$ cat config.mk
export PLATFORM = sky130hd
export DESIGN_NAME = chan_iface
export DESIGN_NICKNAME = d
export VERILOG_FILES = /design/src/logic/chan_pkg.sv /design/src/logic/chan_iface.sv
export SDC_FILE = /design/constraint.sdc
export NUM_CORES = 1
export LEC_CHECK = 0
export BUFFER_PORTS_ARGS = -buffer_cell sky130_fd_sc_hd__buf_2
export CORE_MARGIN = 4
export CORE_UTILIZATION = 51
export CTS_CLUSTER_SIZE = 20
export DETAILED_ROUTE_END_ITERATION = 8
export PLACE_DENSITY = 0.79
export SYNTH_ARGS = -nofsm -noshare
export SYNTH_HDL_FRONTEND = slang
export SYNTH_SLANG_ARGS = --single-unit
$ cat constraint.sdc
create_clock -name clk -period 3.27 [get_ports clk]
set_input_delay 0.327 -clock clk [delete_from_list [all_inputs] [get_ports clk]]
set_output_delay 0.327 -clock clk [all_outputs]
set_load 0.02 [all_outputs]
$ cat src/logic/chan_pkg.sv
// package: widths, codes and grouped bus signals for the data-channel interface
package chan_pkg;
    localparam int          DATA_W        = 16;
    localparam int          CODE_W        = 6;
    localparam int          CODE_LSB      = 10;
    localparam logic        SYNC_RST      = 1'b0;
    localparam logic        REQ_RST       = 1'b0;
    localparam logic        SEL_RST       = 1'b0;
    localparam logic        MODE_OUTPUT   = 1'b0;
    localparam logic        MODE_INPUT    = 1'b1;
    localparam logic [15:0] DATA_ZERO     = 16'h0000;
    localparam logic [5:0]  DEV_CODE_DEF  = 6'h15;

    typedef struct packed {
        logic intr_ack_strobe;
        logic request_enable_strobe;
        logic chan_ack_strobe;
        logic chan_input_strobe;
        logic chan_output_strobe;
        logic bus_reset_pulse;
        logic irq_priority_in;
        logic chan_priority_in;
    } bus_ctl_s;

    typedef enum logic [2:0] {
        ST_IDLE = 3'b001,
        ST_ACK  = 3'b010,
        ST_XFER = 3'b100
    } chan_state_e;
endpackage

$ cat src/logic/chan_iface.sv
// device-side bus logic: interrupt acknowledge and data-channel slave
module chan_iface
    import chan_pkg::*;
(
    input  wire logic              clk,
    input  wire logic              rst,
    input  wire logic              ce,
    input  wire bus_ctl_s          bus_pins,
    input  wire logic [DATA_W-1:0] data_in,
    output logic      [DATA_W-1:0] data_out,
    output logic      [DATA_W-1:0] data_oe_n,
    output logic                   chan_request_line,
    output logic                   chan_priority_out,
    output logic                   chan_direction_mode,
    output logic                   map_ext_select,
    input  wire logic              irq_request,
    input  wire logic [CODE_W-1:0] dev_code,
    input  wire logic              xfer_want,
    input  wire logic              back_to_back,
    input  wire logic              dir_input,
    input  wire logic              map_enable,
    input  wire logic              map_bit0,
    input  wire logic              map_ext_bit,
    input  wire logic [DATA_W-1:0] mem_addr,
    input  wire logic [DATA_W-1:0] in_word,
    output logic      [DATA_W-1:0] out_word,
    output logic                   out_word_valid,
    output logic                   in_word_taken,
    output logic                   selected,
    output logic                   requesting
);
    // two-stage synchronisers for every bus pin input
    bus_ctl_s          pins_s1_reg;
    bus_ctl_s          pins_s2_reg;
    bus_ctl_s          pins_prev_reg;
    logic [DATA_W-1:0] data_s1_reg;
    logic [DATA_W-1:0] data_s2_reg;

    always_ff @(posedge clk or posedge rst)
    begin
        if (rst)
        begin
            pins_s1_reg   <= '0;
            pins_s2_reg   <= '0;
            pins_prev_reg <= '0;
            data_s1_reg   <= DATA_ZERO;
            data_s2_reg   <= DATA_ZERO;
        end
        else if (ce)
        begin
            pins_s1_reg   <= bus_pins;
            pins_s2_reg   <= pins_s1_reg;
            pins_prev_reg <= pins_s2_reg;
            data_s1_reg   <= data_in;
            data_s2_reg   <= data_s1_reg;
        end
    end

    wire bus_ctl_s pins = pins_s2_reg;

    // edge detection on synchronised strobes only
    wire request_enable_strobe_rise = pins.request_enable_strobe & ~pins_prev_reg.request_enable_strobe;
    wire ack_rise   = pins.chan_ack_strobe & ~pins_prev_reg.chan_ack_strobe;
    wire out_fall   = ~pins.chan_output_strobe & pins_prev_reg.chan_output_strobe;
    wire in_fall    = ~pins.chan_input_strobe & pins_prev_reg.chan_input_strobe;
    wire bus_clear  = pins.bus_reset_pulse;

    logic        sync_reg;
    logic        sync_next;
    logic        req_reg;
    logic        req_next;
    logic        sel_reg;
    logic        sel_next;
    logic        dir_reg;
    chan_state_e state_reg;
    chan_state_e state_next;

    // a new request from the user wins over the acknowledge clear in the same cycle
    wire sync_clr = ack_rise & sel_next & ~back_to_back;
    assign sync_next = bus_clear ? SYNC_RST
                     : xfer_want ? 1'b1
                     : sync_clr ? 1'b0
                     : sync_reg;
    assign req_next  = bus_clear ? REQ_RST
                     : request_enable_strobe_rise ? sync_reg
                     : req_reg;
    // selection captured only at acknowledge leading edge; priority in is low-true
    wire   win       = req_reg & ~pins.chan_priority_in;
    assign sel_next  = bus_clear ? SEL_RST
                     : ack_rise ? win
                     : sel_reg;

    always_ff @(posedge clk or posedge rst)
    begin
        if (rst)
        begin
            sync_reg <= SYNC_RST;
            req_reg  <= REQ_RST;
            sel_reg  <= SEL_RST;
        end
        else if (ce)
        begin
            sync_reg <= sync_next;
            req_reg  <= req_next;
            sel_reg  <= sel_next;
        end
    end

    // transfer direction is frozen at the acknowledge so a late user change cannot flip it
    always_ff @(posedge clk or posedge rst)
    begin
        if (rst)
            dir_reg <= MODE_OUTPUT;
        else if (ce && ack_rise)
            dir_reg <= dir_input ? MODE_INPUT : MODE_OUTPUT;
    end

    // cycle tracker: idle, acknowledge phase, data phase
    always_comb
    begin
        state_next = state_reg;
        case (state_reg)
            ST_IDLE: if (ack_rise) state_next = ST_ACK;
            ST_ACK:  if (!pins.chan_ack_strobe) state_next = ST_XFER;
            ST_XFER: if (ack_rise) state_next = ST_ACK;
            default: state_next = ST_IDLE;
        endcase
        if (bus_clear)
            state_next = ST_IDLE;
    end

    always_ff @(posedge clk or posedge rst)
    begin
        if (rst)
            state_reg <= ST_IDLE;
        else if (ce)
            state_reg <= state_next;
    end

    // strobe gating by the selected flag
    wire sel_act   = sel_reg & ~bus_clear;
    // the fresh selection decides at the leading edge, so a stale flag never drives
    wire drv_ack   = sel_next & pins.chan_ack_strobe;
    wire dir_now   = ack_rise ? (dir_input ? MODE_INPUT : MODE_OUTPUT) : dir_reg;
    wire drv_in    = sel_act & pins.chan_input_strobe
                   & (dir_reg == MODE_INPUT) & (state_reg == ST_XFER);
    wire take_out  = sel_act & out_fall & (dir_reg == MODE_OUTPUT);
    wire took_in   = sel_act & in_fall & (dir_reg == MODE_INPUT);
    // interrupt acknowledge ignores device select; priority in is low-true
    wire drv_intr_ack_strobe  = pins.intr_ack_strobe & ~pins.irq_priority_in & irq_request;

    // map bit 0 rides on the address word during acknowledge
    wire [DATA_W-1:0] ack_word  = map_enable ? {map_bit0, mem_addr[DATA_W-2:0]}
                                             : mem_addr;
    wire [DATA_W-1:0] intr_ack_strobe_word = {{(DATA_W-CODE_W){1'b0}}, dev_code};
    wire [DATA_W-1:0] intr_ack_strobe_mask = {{(DATA_W-CODE_W){1'b0}}, {CODE_W{1'b1}}};
    // bus bit 0 is the msb; code bits 10-15 are the low six
    wire [DATA_W-1:0] word_next = drv_ack ? ack_word
                                : drv_in ? in_word
                                : drv_intr_ack_strobe ? intr_ack_strobe_word
                                : DATA_ZERO;
    wire [DATA_W-1:0] oe_n_next = (drv_ack | drv_in) ? DATA_ZERO
                                : drv_intr_ack_strobe ? ~intr_ack_strobe_mask
                                : ~DATA_ZERO;
    // priority out is high when we request or when upstream already blocks
    wire prio_next = req_next | pins.chan_priority_in;

    always_ff @(posedge clk or posedge rst)
    begin
        if (rst)
        begin
            data_out            <= DATA_ZERO;
            data_oe_n           <= ~DATA_ZERO;
            chan_request_line   <= REQ_RST;
            chan_priority_out   <= 1'b0;
            chan_direction_mode <= MODE_OUTPUT;
            map_ext_select      <= 1'b0;
            out_word            <= DATA_ZERO;
            out_word_valid      <= 1'b0;
            in_word_taken       <= 1'b0;
            selected            <= SEL_RST;
            requesting          <= REQ_RST;
        end
        else if (ce)
        begin
            data_out            <= word_next;
            data_oe_n           <= oe_n_next;
            chan_request_line   <= req_next;
            chan_priority_out   <= prio_next;
            chan_direction_mode <= sel_next & dir_now;
            map_ext_select      <= drv_ack & map_enable & map_ext_bit;
            out_word_valid      <= take_out;
            in_word_taken       <= took_in;
            selected            <= sel_next;
            requesting          <= req_next;
            if (take_out)
                out_word <= data_s2_reg;
        end
    end
endmodule

==> results.toml, run 1 <==
[sta]
skew_ns = 0.0107
setup_slack_ns = 1.29
period_share_pct = 60.6
final_setup_viols = 0
maxClockFrequency_ghz = 0.505
period_needed_ns = 1.98
final.setup.tns_ns = 0
slew_viol_final = 0
final_hold_viol_count = 0
unrepaired_setup_endpoints_after_global_routing = "false"
worst_slew_pin_slew_ns = 0.876
slew_hr_pct = 41.6

[synthesis]
synth_edf_count = 0
synth.ff_latch_count = 98
synth_top_family_by_area = "multiplexers"
synth-warning-count = 0
ys_top_cells_by_area = "sky130_fd_sc_hd__dfrtp_1 (56%), sky130_fd_sc_hd__mux2_2 (18%), sky130_fd_sc_hd__a221o_2 (2.7%), sky130_fd_sc_hd__buf_4 (2.7%), sky130_fd_sc_hd__mux2i_1 (1.9%)"
post_synth_num_cell_types = 40
post_synth_mux_area_share_pct = 20.3
ys_top_cells_by_count = "sky130_fd_sc_hd__dfrtp_1 (95), sky130_fd_sc_hd__mux2_2 (69), sky130_fd_sc_hd__buf_4 (15), sky130_fd_sc_hd__inv_1 (15), sky130_fd_sc_hd__nor2b_1 (12)"
synth-xor-area-share_pct = 0.208
synth_top_area_cell = "sky130_fd_sc_hd__dfrtp_1"
syn_inst = 314
synth_sequential_area_ratio_pct = 58.3
postSynthAreaPerCell_um2 = 13.4
post_synth_fa_ha_maj_area_fraction_pct = 0
synthesized_area_um2 = 4210
post_synth_simple_gate_area_pct = 7.81
synthMostInstantiatedCell = "sky130_fd_sc_hd__dfrtp_1"
synth_top_area_share_pct = 56.4
mapped_nets = 386
postSynth.asyncResetShare_pct = 100
postSynth.topFlopCell = "sky130_fd_sc_hd__dfrtp_1"
synth_compound_gate_area_share_pct = 7.63

[drt]
wire_length_reported_by_the_detailed_router_um = 8430
wl_per_cell_um = 15.7
via_per_inst = 5.33
antenna_left = 0
total_via_count_in_the_routed_design = 2853
first_pass_iters = 4
drtIter0Drc = 95
post-route-drc-count = 0

[status]
run_status = "finished, final reports clean"

[floorplan]
dieHeight_um = 98.9
die_w_um = 98.9
initial_utilization_pct = 53.4
num_rows = 32
design.portCount = 128
core_um2 = 7890
die_area_um2 = 9780

[setup_path]
r2r_cells = 4
cp_slowest_stage_delay_ns = 0.50
cp_num_cells = 6
maximum_fanout_encountered_on_the_critical_timing_path = 39
critPathLaunchType = "input port"
critical_path_cell_by_cell = "buf_4 -> clkinv_1 -> buf_4 -> nor2_1 -> nand4_2 -> mux2_2"
critPathTopFamily = "buffers and inverters"
cp_num_buf_inv = 3
crit_type = "input port to flop"
worst_path_most_repeated_cell = "sky130_fd_sc_hd__buf_4"
worst_setup_path_startpoint = "ce"
timing.critical_path.required_ns = 3.51
slowest_stage = "sky130_fd_sc_hd__nand4_2"
worst_r2r_startpoint = "bus_clear"
worstPathArrival_ns = 2.22
timing.critical_path.to_type = "flop"

[grt]
grt_start_max_net_pins = 75
grt_first_pass_wirelength_um = 14000
grt_use_total_pct = 17.7
vias_in_the_first_global_route = 2932
globalRoute.totalOverflow = 0
initial_antenna_violation_count = 0

[power]
p_leak_uw = 0.00252
p_per_area_nw_per_um2 = 566
irDropWorstVdd_uv = 411

[finish]
final_layout_size_suffix_gt1_share_pct = 54.0
num_antenna_cells = 0
syn2layout_area_growth_pct = 19.7
fillCellCount = 617
final_net_count = 500

[run]
maxCapViolCount = 0

[placed_design]
detailed_place_hpwl_um = 6070
post-place-ws_ns = 0.892
weighted_congestion_reported_at_the_end_of_routability_driven_placement = 0.804
io_buffers = 127

[cts]
h-tree-depth = 3
cts_hold_fix_bufs = 0
clkSinkCount = 98
clock-root-buffer = "sky130_fd_sc_hd__clkbuf_8"
cts_inserted_buffers = 9
clk_path_buf_depth = 2
source_to_sink_clock_delay_at_the_later_pin_of_the_worst_skew_pair_ns = 0.36
postCtsSetupBuffers = 0
clkTransAtPathRegs_ns = 0.08
tritoncts = "built"
cts_resized = 0

[worst_hold_path]
kind_of_path_behind_the_tightest_hold_check = "input port to asynchronous set/reset pin"
## stage by stage
step	util (%)	hold WS, ns	instances	area, µm²	power, µW
after global routing	63.9	0.180	535	5040	3010
after floorplan	-	0.449	314	4210	1910
after global placement	61.3	0.465	519	4840	2060
after CTS	63.9	0.176	535	5040	2890
after detailed placement	61.3	0.472	519	4840	2090
final	63.9	0.153	535	5040	2850
## layout make-up
type                            instances  area, µm²  share of cell area (%)
Sequential cell                        98       2460                    48.7
Multi-Input combinational cell        171       1520                    30.1
Timing Repair Buffer                  132        676                    13.4
Clock buffer                           13        159                    3.15
Tap cell                              102        128                    2.53
Inverter                               16       62.6                    1.24
Clock inverter                          3       46.3                   0.918
## cell usage in the layout, fill, tap and decap left out, drive strengths merged, types with 3 or more instances in the layout
master     n
mux2i      8
dfrtp     95
mux2      69
buf      132
dfstp      3
nand3      7
and2       7
a21oi      4
a221o     10
clkbuf    13
inv       16
o21ai      6
nand2     11
o221ai     6
nor2       4
o2bb2ai    4
nor2b     12
nand2b     3
## kinds of logic after synthesis
logic type	after synthesis
flip-flops	98
multiplexers	77
AND/OR/NAND/NOR	55
buffers and inverters	45
AO/OA/AOI/OAI	38
XOR/XNOR	1
## worst paths after layout
kind	end	slack, ns
min in group clk	data_s1_reg[13]	0.20
max in group asynchronous	data_oe_n[14]	2.34
hold reg to reg	data_s2_reg[5]	0.50
setup reg to reg	data_out[13]	1.31
hold / removal	data_out[13]	0.15
setup / recovery	out_word[7]	1.29
## worst register-to-register path, cell delays in order (launching register included)
cell and delay [ns]:
sky130_fd_sc_hd__dfrtp_1 0.47, sky130_fd_sc_hd__nand3b_1 0.23, sky130_fd_sc_hd__or4_4 0.62, sky130_fd_sc_hd__nor3_4 0.35, sky130_fd_sc_hd__a221o_2 0.23
## report_power, final
group	switching, µW	internal (µW)	total [µW]	leakage (µW)
clock	394	399	793	0.000100
combinational	300	265	565	0.00119
sequential	116	1380	1500	0.00123
total	811	2040	2850	0.00252
## metal layers
metal / up-vias / share of wire, % / track usage [%]
met2: 97 / 50 / 29.6
met1: 1416 / 42 / 22.3
met3: 11 / 7.4 / 6.09
met4: 0 / 1.2 / 4.10
li1: 1329 / - / -
met5: - / 0 / 0
No activity file was read; power rests on OpenSTA's default activity.
==> inputs of run 2 (changes only) <==
--- a/config.mk
+++ b/config.mk
@@ -5,12 +5,13 @@
 export SDC_FILE = /design/constraint.sdc
 export NUM_CORES = 1
 export LEC_CHECK = 0
+export ABC_AREA = 1
 export BUFFER_PORTS_ARGS = -buffer_cell sky130_fd_sc_hd__buf_2
 export CORE_MARGIN = 4
-export CORE_UTILIZATION = 51
+export CORE_UTILIZATION = 52
 export CTS_CLUSTER_SIZE = 20
 export DETAILED_ROUTE_END_ITERATION = 8
-export PLACE_DENSITY = 0.79
+export PLACE_DENSITY = 0.8
 export SYNTH_ARGS = -nofsm -noshare
 export SYNTH_HDL_FRONTEND = slang
 export SYNTH_SLANG_ARGS = --single-unit
==> constraint.sdc (replaced) <==
create_clock -name clk -period 1.9 [get_ports clk]
set_input_delay 0.19 -clock clk [delete_from_list [all_inputs] [get_ports clk]]
set_output_delay 0.19 -clock clk [all_outputs]
set_load 0.02 [all_outputs]
==> run 2 against run 1 <==
  * Combinational power is 150% higher
  * Count of clock-buffer cells in the layout is 3 lower
  * Core utilization is 0.18 points higher
  * Critical path type is now flop to flop
  * Highest routed layer unchanged
==> results.toml, run 2 <==
[floorplan]
initial_utilization_pct = 53.7
design.portCount = 128
die_area_um2 = 10100
dieHeight_um = 100
die_w_um = 100
num_rows = 33
core_um2 = 8260

[finish]
layout.cells.most_common = "sky130_fd_sc_hd__nand2_1"
final_layout_size_suffix_gt1_share_pct = 26.0
post-route-util_pct = 64.1
syn2layout_area_growth_pct = 19.4
postLayoutCellArea_um2 = 5300
fillCellCount = 735
regArea_um2 = 2460
num_antenna_cells = 0
multi_input_area_um2 = 1530
final_net_count = 723
mostFrequentLayoutCells = "sky130_fd_sc_hd__nand2_1 (217), sky130_fd_sc_hd__buf_2 (127), sky130_fd_sc_hd__dfrtp_1 (95), sky130_fd_sc_hd__inv_1 (53), sky130_fd_sc_hd__o21ai_0 (44)"

[placed_design]
weighted_congestion_reported_at_the_end_of_routability_driven_placement = 0.933
postPlaceCellArea_um2 = 5080
detailed_place_hpwl_um = 6840
post-place-ws_ns = 0.394
io_buffers = 127

[synthesis]
synthesized_area_um2 = 4430
mapped_nets = 616
synth-warning-count = 0
ys_top_cells_by_area = "sky130_fd_sc_hd__dfrtp_1 (54%), sky130_fd_sc_hd__nand2_1 (18%), sky130_fd_sc_hd__o21ai_0 (5.0%), sky130_fd_sc_hd__inv_1 (4.6%), sky130_fd_sc_hd__nand4_1 (4.1%)"
postSynth.topFlopCell = "sky130_fd_sc_hd__dfrtp_1"
postSynthAreaPerCell_um2 = 8.15
postSynth.asyncResetShare_pct = 100
synth_edf_count = 0
synth_sequential_area_ratio_pct = 55.4
syn_inst = 544
synth_top_area_share_pct = 53.6
synth.ff_latch_count = 98
ys_top_cells_by_count = "sky130_fd_sc_hd__nand2_1 (217), sky130_fd_sc_hd__dfrtp_1 (95), sky130_fd_sc_hd__inv_1 (54)"
synthMostInstantiatedCell = "sky130_fd_sc_hd__nand2_1"
synth_top_area_cell = "sky130_fd_sc_hd__dfrtp_1"
post_synth_num_cell_types = 23

[setup_path]
r2r_cells = 9
worstPathArrival_ns = 1.80
cp_slowest_stage_delay_ns = 0.43
timing.critical_path.to_type = "flop"
reg_to_reg_setup_timing_slack_ns = 0.39
slowest_stage = "sky130_fd_sc_hd__dfrtp_1"
worstReg2RegEnd = "data_out[10]"
worst_path_most_repeated_cell = "sky130_fd_sc_hd__nand2_1"
critPathLaunchType = "flop"
timing.critical_path.required_ns = 2.19
maximum_fanout_encountered_on_the_critical_timing_path = 10
worst_r2r_startpoint = "bus_clear"
critical_path_cell_by_cell = "inv_2 -> nand2_2 -> nor2_4 -> nand2_2 -> inv_2 -> nand2_1 -> nand2_1 -> nand3_1 -> nand2_1"
crit_type = "flop to flop"

[power]
irDropWorstVdd_uv = 494
finalPower_uw = 5440
p_leak_uw = 0.00301
p_per_area_nw_per_um2 = 1030

[sta]
worst_slew_pin_slew_ns = 0.505
final.setup.tns_ns = 0
maxClockFrequency_ghz = 0.663
slew_hr_pct = 66.3
skew_ns = 0.0144
slew_viol_final = 0
setup_slack_ns = 0.391
unrepaired_setup_endpoints_after_global_routing = "false"
period_needed_ns = 1.51
final_hold_viol_count = 0
period_share_pct = 79.4
final_setup_viols = 0

[cts]
postCtsSetupBuffers = 0
h-tree-depth = 3
clock-root-buffer = "sky130_fd_sc_hd__clkbuf_8"
clkSinkCount = 98
clk_path_buf_depth = 2
source_to_sink_clock_delay_at_the_later_pin_of_the_worst_skew_pair_ns = 0.36
cts_inserted_buffers = 9
tritoncts = "built"
cts_resized = 0
clkTransAtPathRegs_ns = 0.10

[worst_hold_path]
kind_of_path_behind_the_tightest_hold_check = "input port to flop"
timing.hold.worst.start = "data_in[11]"
hold_end = "data_s1_reg[11]"
worstHoldPathCells = 3

[drt]
antenna_left = 0
total_via_count_in_the_routed_design = 3775
wl_per_cell_um = 13.0
via_per_inst = 4.97
first_pass_iters = 5
post-route-drc-count = 0
drtIter0Drc = 286
wire_length_reported_by_the_detailed_router_um = 9920

[grt]
initial_antenna_violation_count = 0
grt_use_total_pct = 20.7
grt_first_pass_wirelength_um = 16800
globalRoute.totalOverflow = 0
grt_start_max_net_pins = 99
vias_in_the_first_global_route = 3637

[run]
maxCapViolCount = 0

[status]
run_status = "finished, final reports clean"
-- run 2: cell types whose count changed after synthesis, sizes merged, moves of 8 or more --
cell   before  now
o21ai       6   52
nand3       7   31
nand2      11  220
a221o      10    0
nor2b      12    0
mux2       69    0
mux2i       8    0
inv        15   60
nand4       2   29
-- run 2: logic make-up after synthesis --
kind of cell           count (synthesis)  synth area share [%]
AND/OR/NAND/NOR                      289                  27.7
buffers and inverters                101                  10.1
flip-flops                            98                  55.4
AO/OA/AOI/OAI                         56                  6.72
-- run 2: worst max-delay path: cells and delay by family (launching register included) --
family | cells | cell delay (ns)
flops | 1 | 0.43
simple gates | 7 | 0.70
buf+inv | 2 | 0.32
-- run 2: worst max-delay path by stage --
stage	slack, ns	end	from	cells after the start
2_1_floorplan	0.48	data_out[10]	chan_request_line	6
3_3_place_gp	0.49	data_out[12]	bus_clear	9
3_5_place_dp	0.39	data_out[13]	bus_clear	9
4_1_cts	0.39	data_out[13]	bus_clear	9
5_1_grt	0.21	data_out[12]	state_reg[1]	9
6_report	0.39	data_out[10]	bus_clear	9
-- run 2: what timing repair did --
| action | CTS | global route |
|---|---|---|
| setup endpoints to repair | 0 | 0 |
| hold buffers | 1 | 0 |
| endpoints found under the hold margin | 54 | 0 |
-- run 2: layout make-up --
class / count / area share, %
clock buffer: 10 / 2.60
clock inverter: 5 / 1.18
inverter: 60 / 4.32
tap: 105 / 2.48
sequential: 98 / 46.4
timing repair buffer: 137 / 14.2
multi-input combinational: 345 / 28.9
-- run 2: through the flow --
step	hold WS (ns)	cells
floorplan	0.302	544
global placement	0.382	744
detailed placement	0.382	744
CTS	0.0112	760
global route	0.0136	760
finish	0.0168	760
-- run 2: metal layers --
metal,track usage (%),share of wire (%),vias to the layer above
li1,-,-,1907
met1,28.6,43,1746
met2,33.2,50,110
met3,3.27,5.7,12
met4,7.36,1.5,0
met5,0,0,-
-- run 2: where the power goes --
group / switching [µW] / total (µW) / internal (µW)
Clock: 731 / 1380 / 645
Sequential: 217 / 2670 / 2450
Combinational: 919 / 1390 / 475
Total: 1870 / 5440 / 3570
==> inputs of run 3 (changes only) <==
==> constraint.sdc (replaced) <==
create_clock -name clk -period 1.5 [get_ports clk]
set_input_delay 0.15 -clock clk [delete_from_list [all_inputs] [get_ports clk]]
set_output_delay 0.15 -clock clk [all_outputs]
set_load 0.02 [all_outputs]
==> run 3 against run 2 <==
  * Register-to-register slack got worse by 0.28 ns
  * Wire length increased by 0.66%
  * Critical path depth decreased by 2
  * Worst setup slack got worse by 0.28 ns
  * Total power increased by 29%
  * Sequential power increased by 27%
  * Clock power increased by 30%
  * Sequential share of layout area decreased by 1.8 points
  * Count of clock-buffer cells in the layout increased by 1
  * Final cell count increased by 2.9%
  * Largest cell class unchanged
==> results.toml, run 3 (synthesis results as in run 2) <==
[status]
run_status = "finished, final reports clean"

[setup_path]
cp_num_buf_inv = 2
crit_type = "flop to flop"
maximum_fanout_encountered_on_the_critical_timing_path = 16
critPathTopFamily = "flip-flops"
cp_slowest_stage_delay_ns = 0.42
worstPathArrival_ns = 1.63
timing.critical_path.to_type = "flop"
slowest_stage = "sky130_fd_sc_hd__dfrtp_1"
timing.critical_path.required_ns = 1.74
critical_path_cell_by_cell = "inv_2 -> nand2_2 -> a21oi_4 -> buf_4 -> nand4_1 -> nand3_1 -> nand2_1"
critPathLaunchType = "flop"

[sta]
period_needed_ns = 1.39
worst_slew_pin_slew_ns = 0.503
unrepaired_setup_endpoints_after_global_routing = "false"
skew_ns = 0.0103
final.setup.tns_ns = 0
slew_viol_final = 0
slew_hr_pct = 66.5
period_share_pct = 92.5
final_hold_viol_count = 0
final_setup_viols = 0
maxClockFrequency_ghz = 0.721

[drt]
wire_length_reported_by_the_detailed_router_um = 9980
antenna_left = 0
post-route-drc-count = 0
via_per_inst = 4.98
total_via_count_in_the_routed_design = 3896
drtIter0Drc = 249
wl_per_cell_um = 12.8
first_pass_iters = 4

[finish]
fillCellCount = 695
syn2layout_area_growth_pct = 24.3
num_antenna_cells = 0
layout.cells.most_common = "sky130_fd_sc_hd__nand2_1"
mostFrequentLayoutCells = "sky130_fd_sc_hd__nand2_1 (217), sky130_fd_sc_hd__buf_2 (127), sky130_fd_sc_hd__dfrtp_1 (95), sky130_fd_sc_hd__inv_1 (53), sky130_fd_sc_hd__o21ai_0 (44)"
postLayoutCellArea_um2 = 5510
final_layout_size_suffix_gt1_share_pct = 25.1
final_net_count = 745
finish.cell_count_without_fillers = 782

[grt]
grt_use_total_pct = 20.1
initial_antenna_violation_count = 0
grt_start_max_net_pins = 106
globalRoute.totalOverflow = 0
vias_in_the_first_global_route = 3660
grt_first_pass_wirelength_um = 16400

[floorplan]
design.portCount = 128
dieHeight_um = 100
num_rows = 33
die_w_um = 100
core_um2 = 8260
die_area_um2 = 10100
initial_utilization_pct = 53.7

[placed_design]
detailed_place_hpwl_um = 6750
postPlaceCellArea_um2 = 5090
weighted_congestion_reported_at_the_end_of_routability_driven_placement = 0.861
io_buffers = 127
post-place-cells = 746

[cts]
cts_inserted_buffers = 9
clk_path_buf_depth = 2
source_to_sink_clock_delay_at_the_later_pin_of_the_worst_skew_pair_ns = 0.35
clock-root-buffer = "sky130_fd_sc_hd__clkbuf_8"
h-tree-depth = 3
clkTransAtPathRegs_ns = 0.09
clkSinkCount = 98
tritoncts = "built"

[power]
p_per_area_nw_per_um2 = 1270
p_leak_uw = 0.00311
irDropWorstVdd_uv = 616

[worst_hold_path]
kind_of_path_behind_the_tightest_hold_check = "input port to flop"

[run]
maxCapViolCount = 0
==> run 3: tightest hold or removal path, stage by stage <==
cell and delay [ns]:
sky130_fd_sc_hd__buf_2 0.08, sky130_fd_sc_hd__nand2_1 0.05, sky130_fd_sc_hd__nand2_1 0.06
==> run 3: cell type report <==
class	instances	area, µm²	share of cell area, %
flip-flops and latches	98	2460	44.6
repair buffers	159	957	17.4
well taps	105	131	2.38
multi-input cells	345	1530	27.7
clock buffers	11	131	2.38
clock inverters	4	76.3	1.39
inverters	60	229	4.16
==> run 3: report_power, final <==
| group | switching [µW] | total (µW) | internal (µW) |
|---|---|---|---|
| logic | 1170 | 1810 | 639 |
| registers | 276 | 3380 | 3110 |
| clock network | 864 | 1800 | 938 |
| total | 2310 | 6990 | 4680 |
==> run 3: final timing paths <==
check	endpoint	depth (start not counted)	slack (ns)	startpoint
worst min register to register	data_s1_reg[3]	2	0.48	data_s1_reg[3]
max in group asynchronous	state_reg[0]	4	0.61	rst
worst min-delay path	data_s1_reg[14]	3	0.01	data_in[14]
worst max-delay path	data_out[2]	7	0.11	pins_prev_reg[5]
worst max register to register	data_out[2]	7	0.11	pins_prev_reg[5]
min in group asynchronous	data_out[6]	4	0.48	rst
==> run 3: per-layer routing <==
metal	track usage, %	part of all wire (%)	vias to the layer above
met5	0	0	-
li1	-	-	1948
met3	3.68	5.7	14
met2	33.7	49	109
met1	26.2	43	1825
met4	7.25	1.7	0
==> run 3: per-stage QoR <==
stage | utilization (%) | hold slack, ns | power (µW) | setup slack [ns]
2_1_floorplan | - | 0.262 | 4600 | 0.0755
3_3_place_gp | 61.6 | 0.342 | 5150 | 0.162
3_5_place_dp | 61.6 | 0.347 | 5210 | 0.119
4_1_cts | 66.7 | 0.00166 | 7060 | 0.104
5_1_grt | 66.7 | 0.0164 | 7410 | 0.00666
6_report | 66.7 | 0.00996 | 6990 | 0.113
==> run 3: repair_timing <==
action / in CTS / in global routing
hold endpoints to repair: 115 / 0
setup buffers: 0 / 0
resized for setup: 0 / 1
endpoints found under the setup margin: 0 / 1
hold buffers: 21 / 0
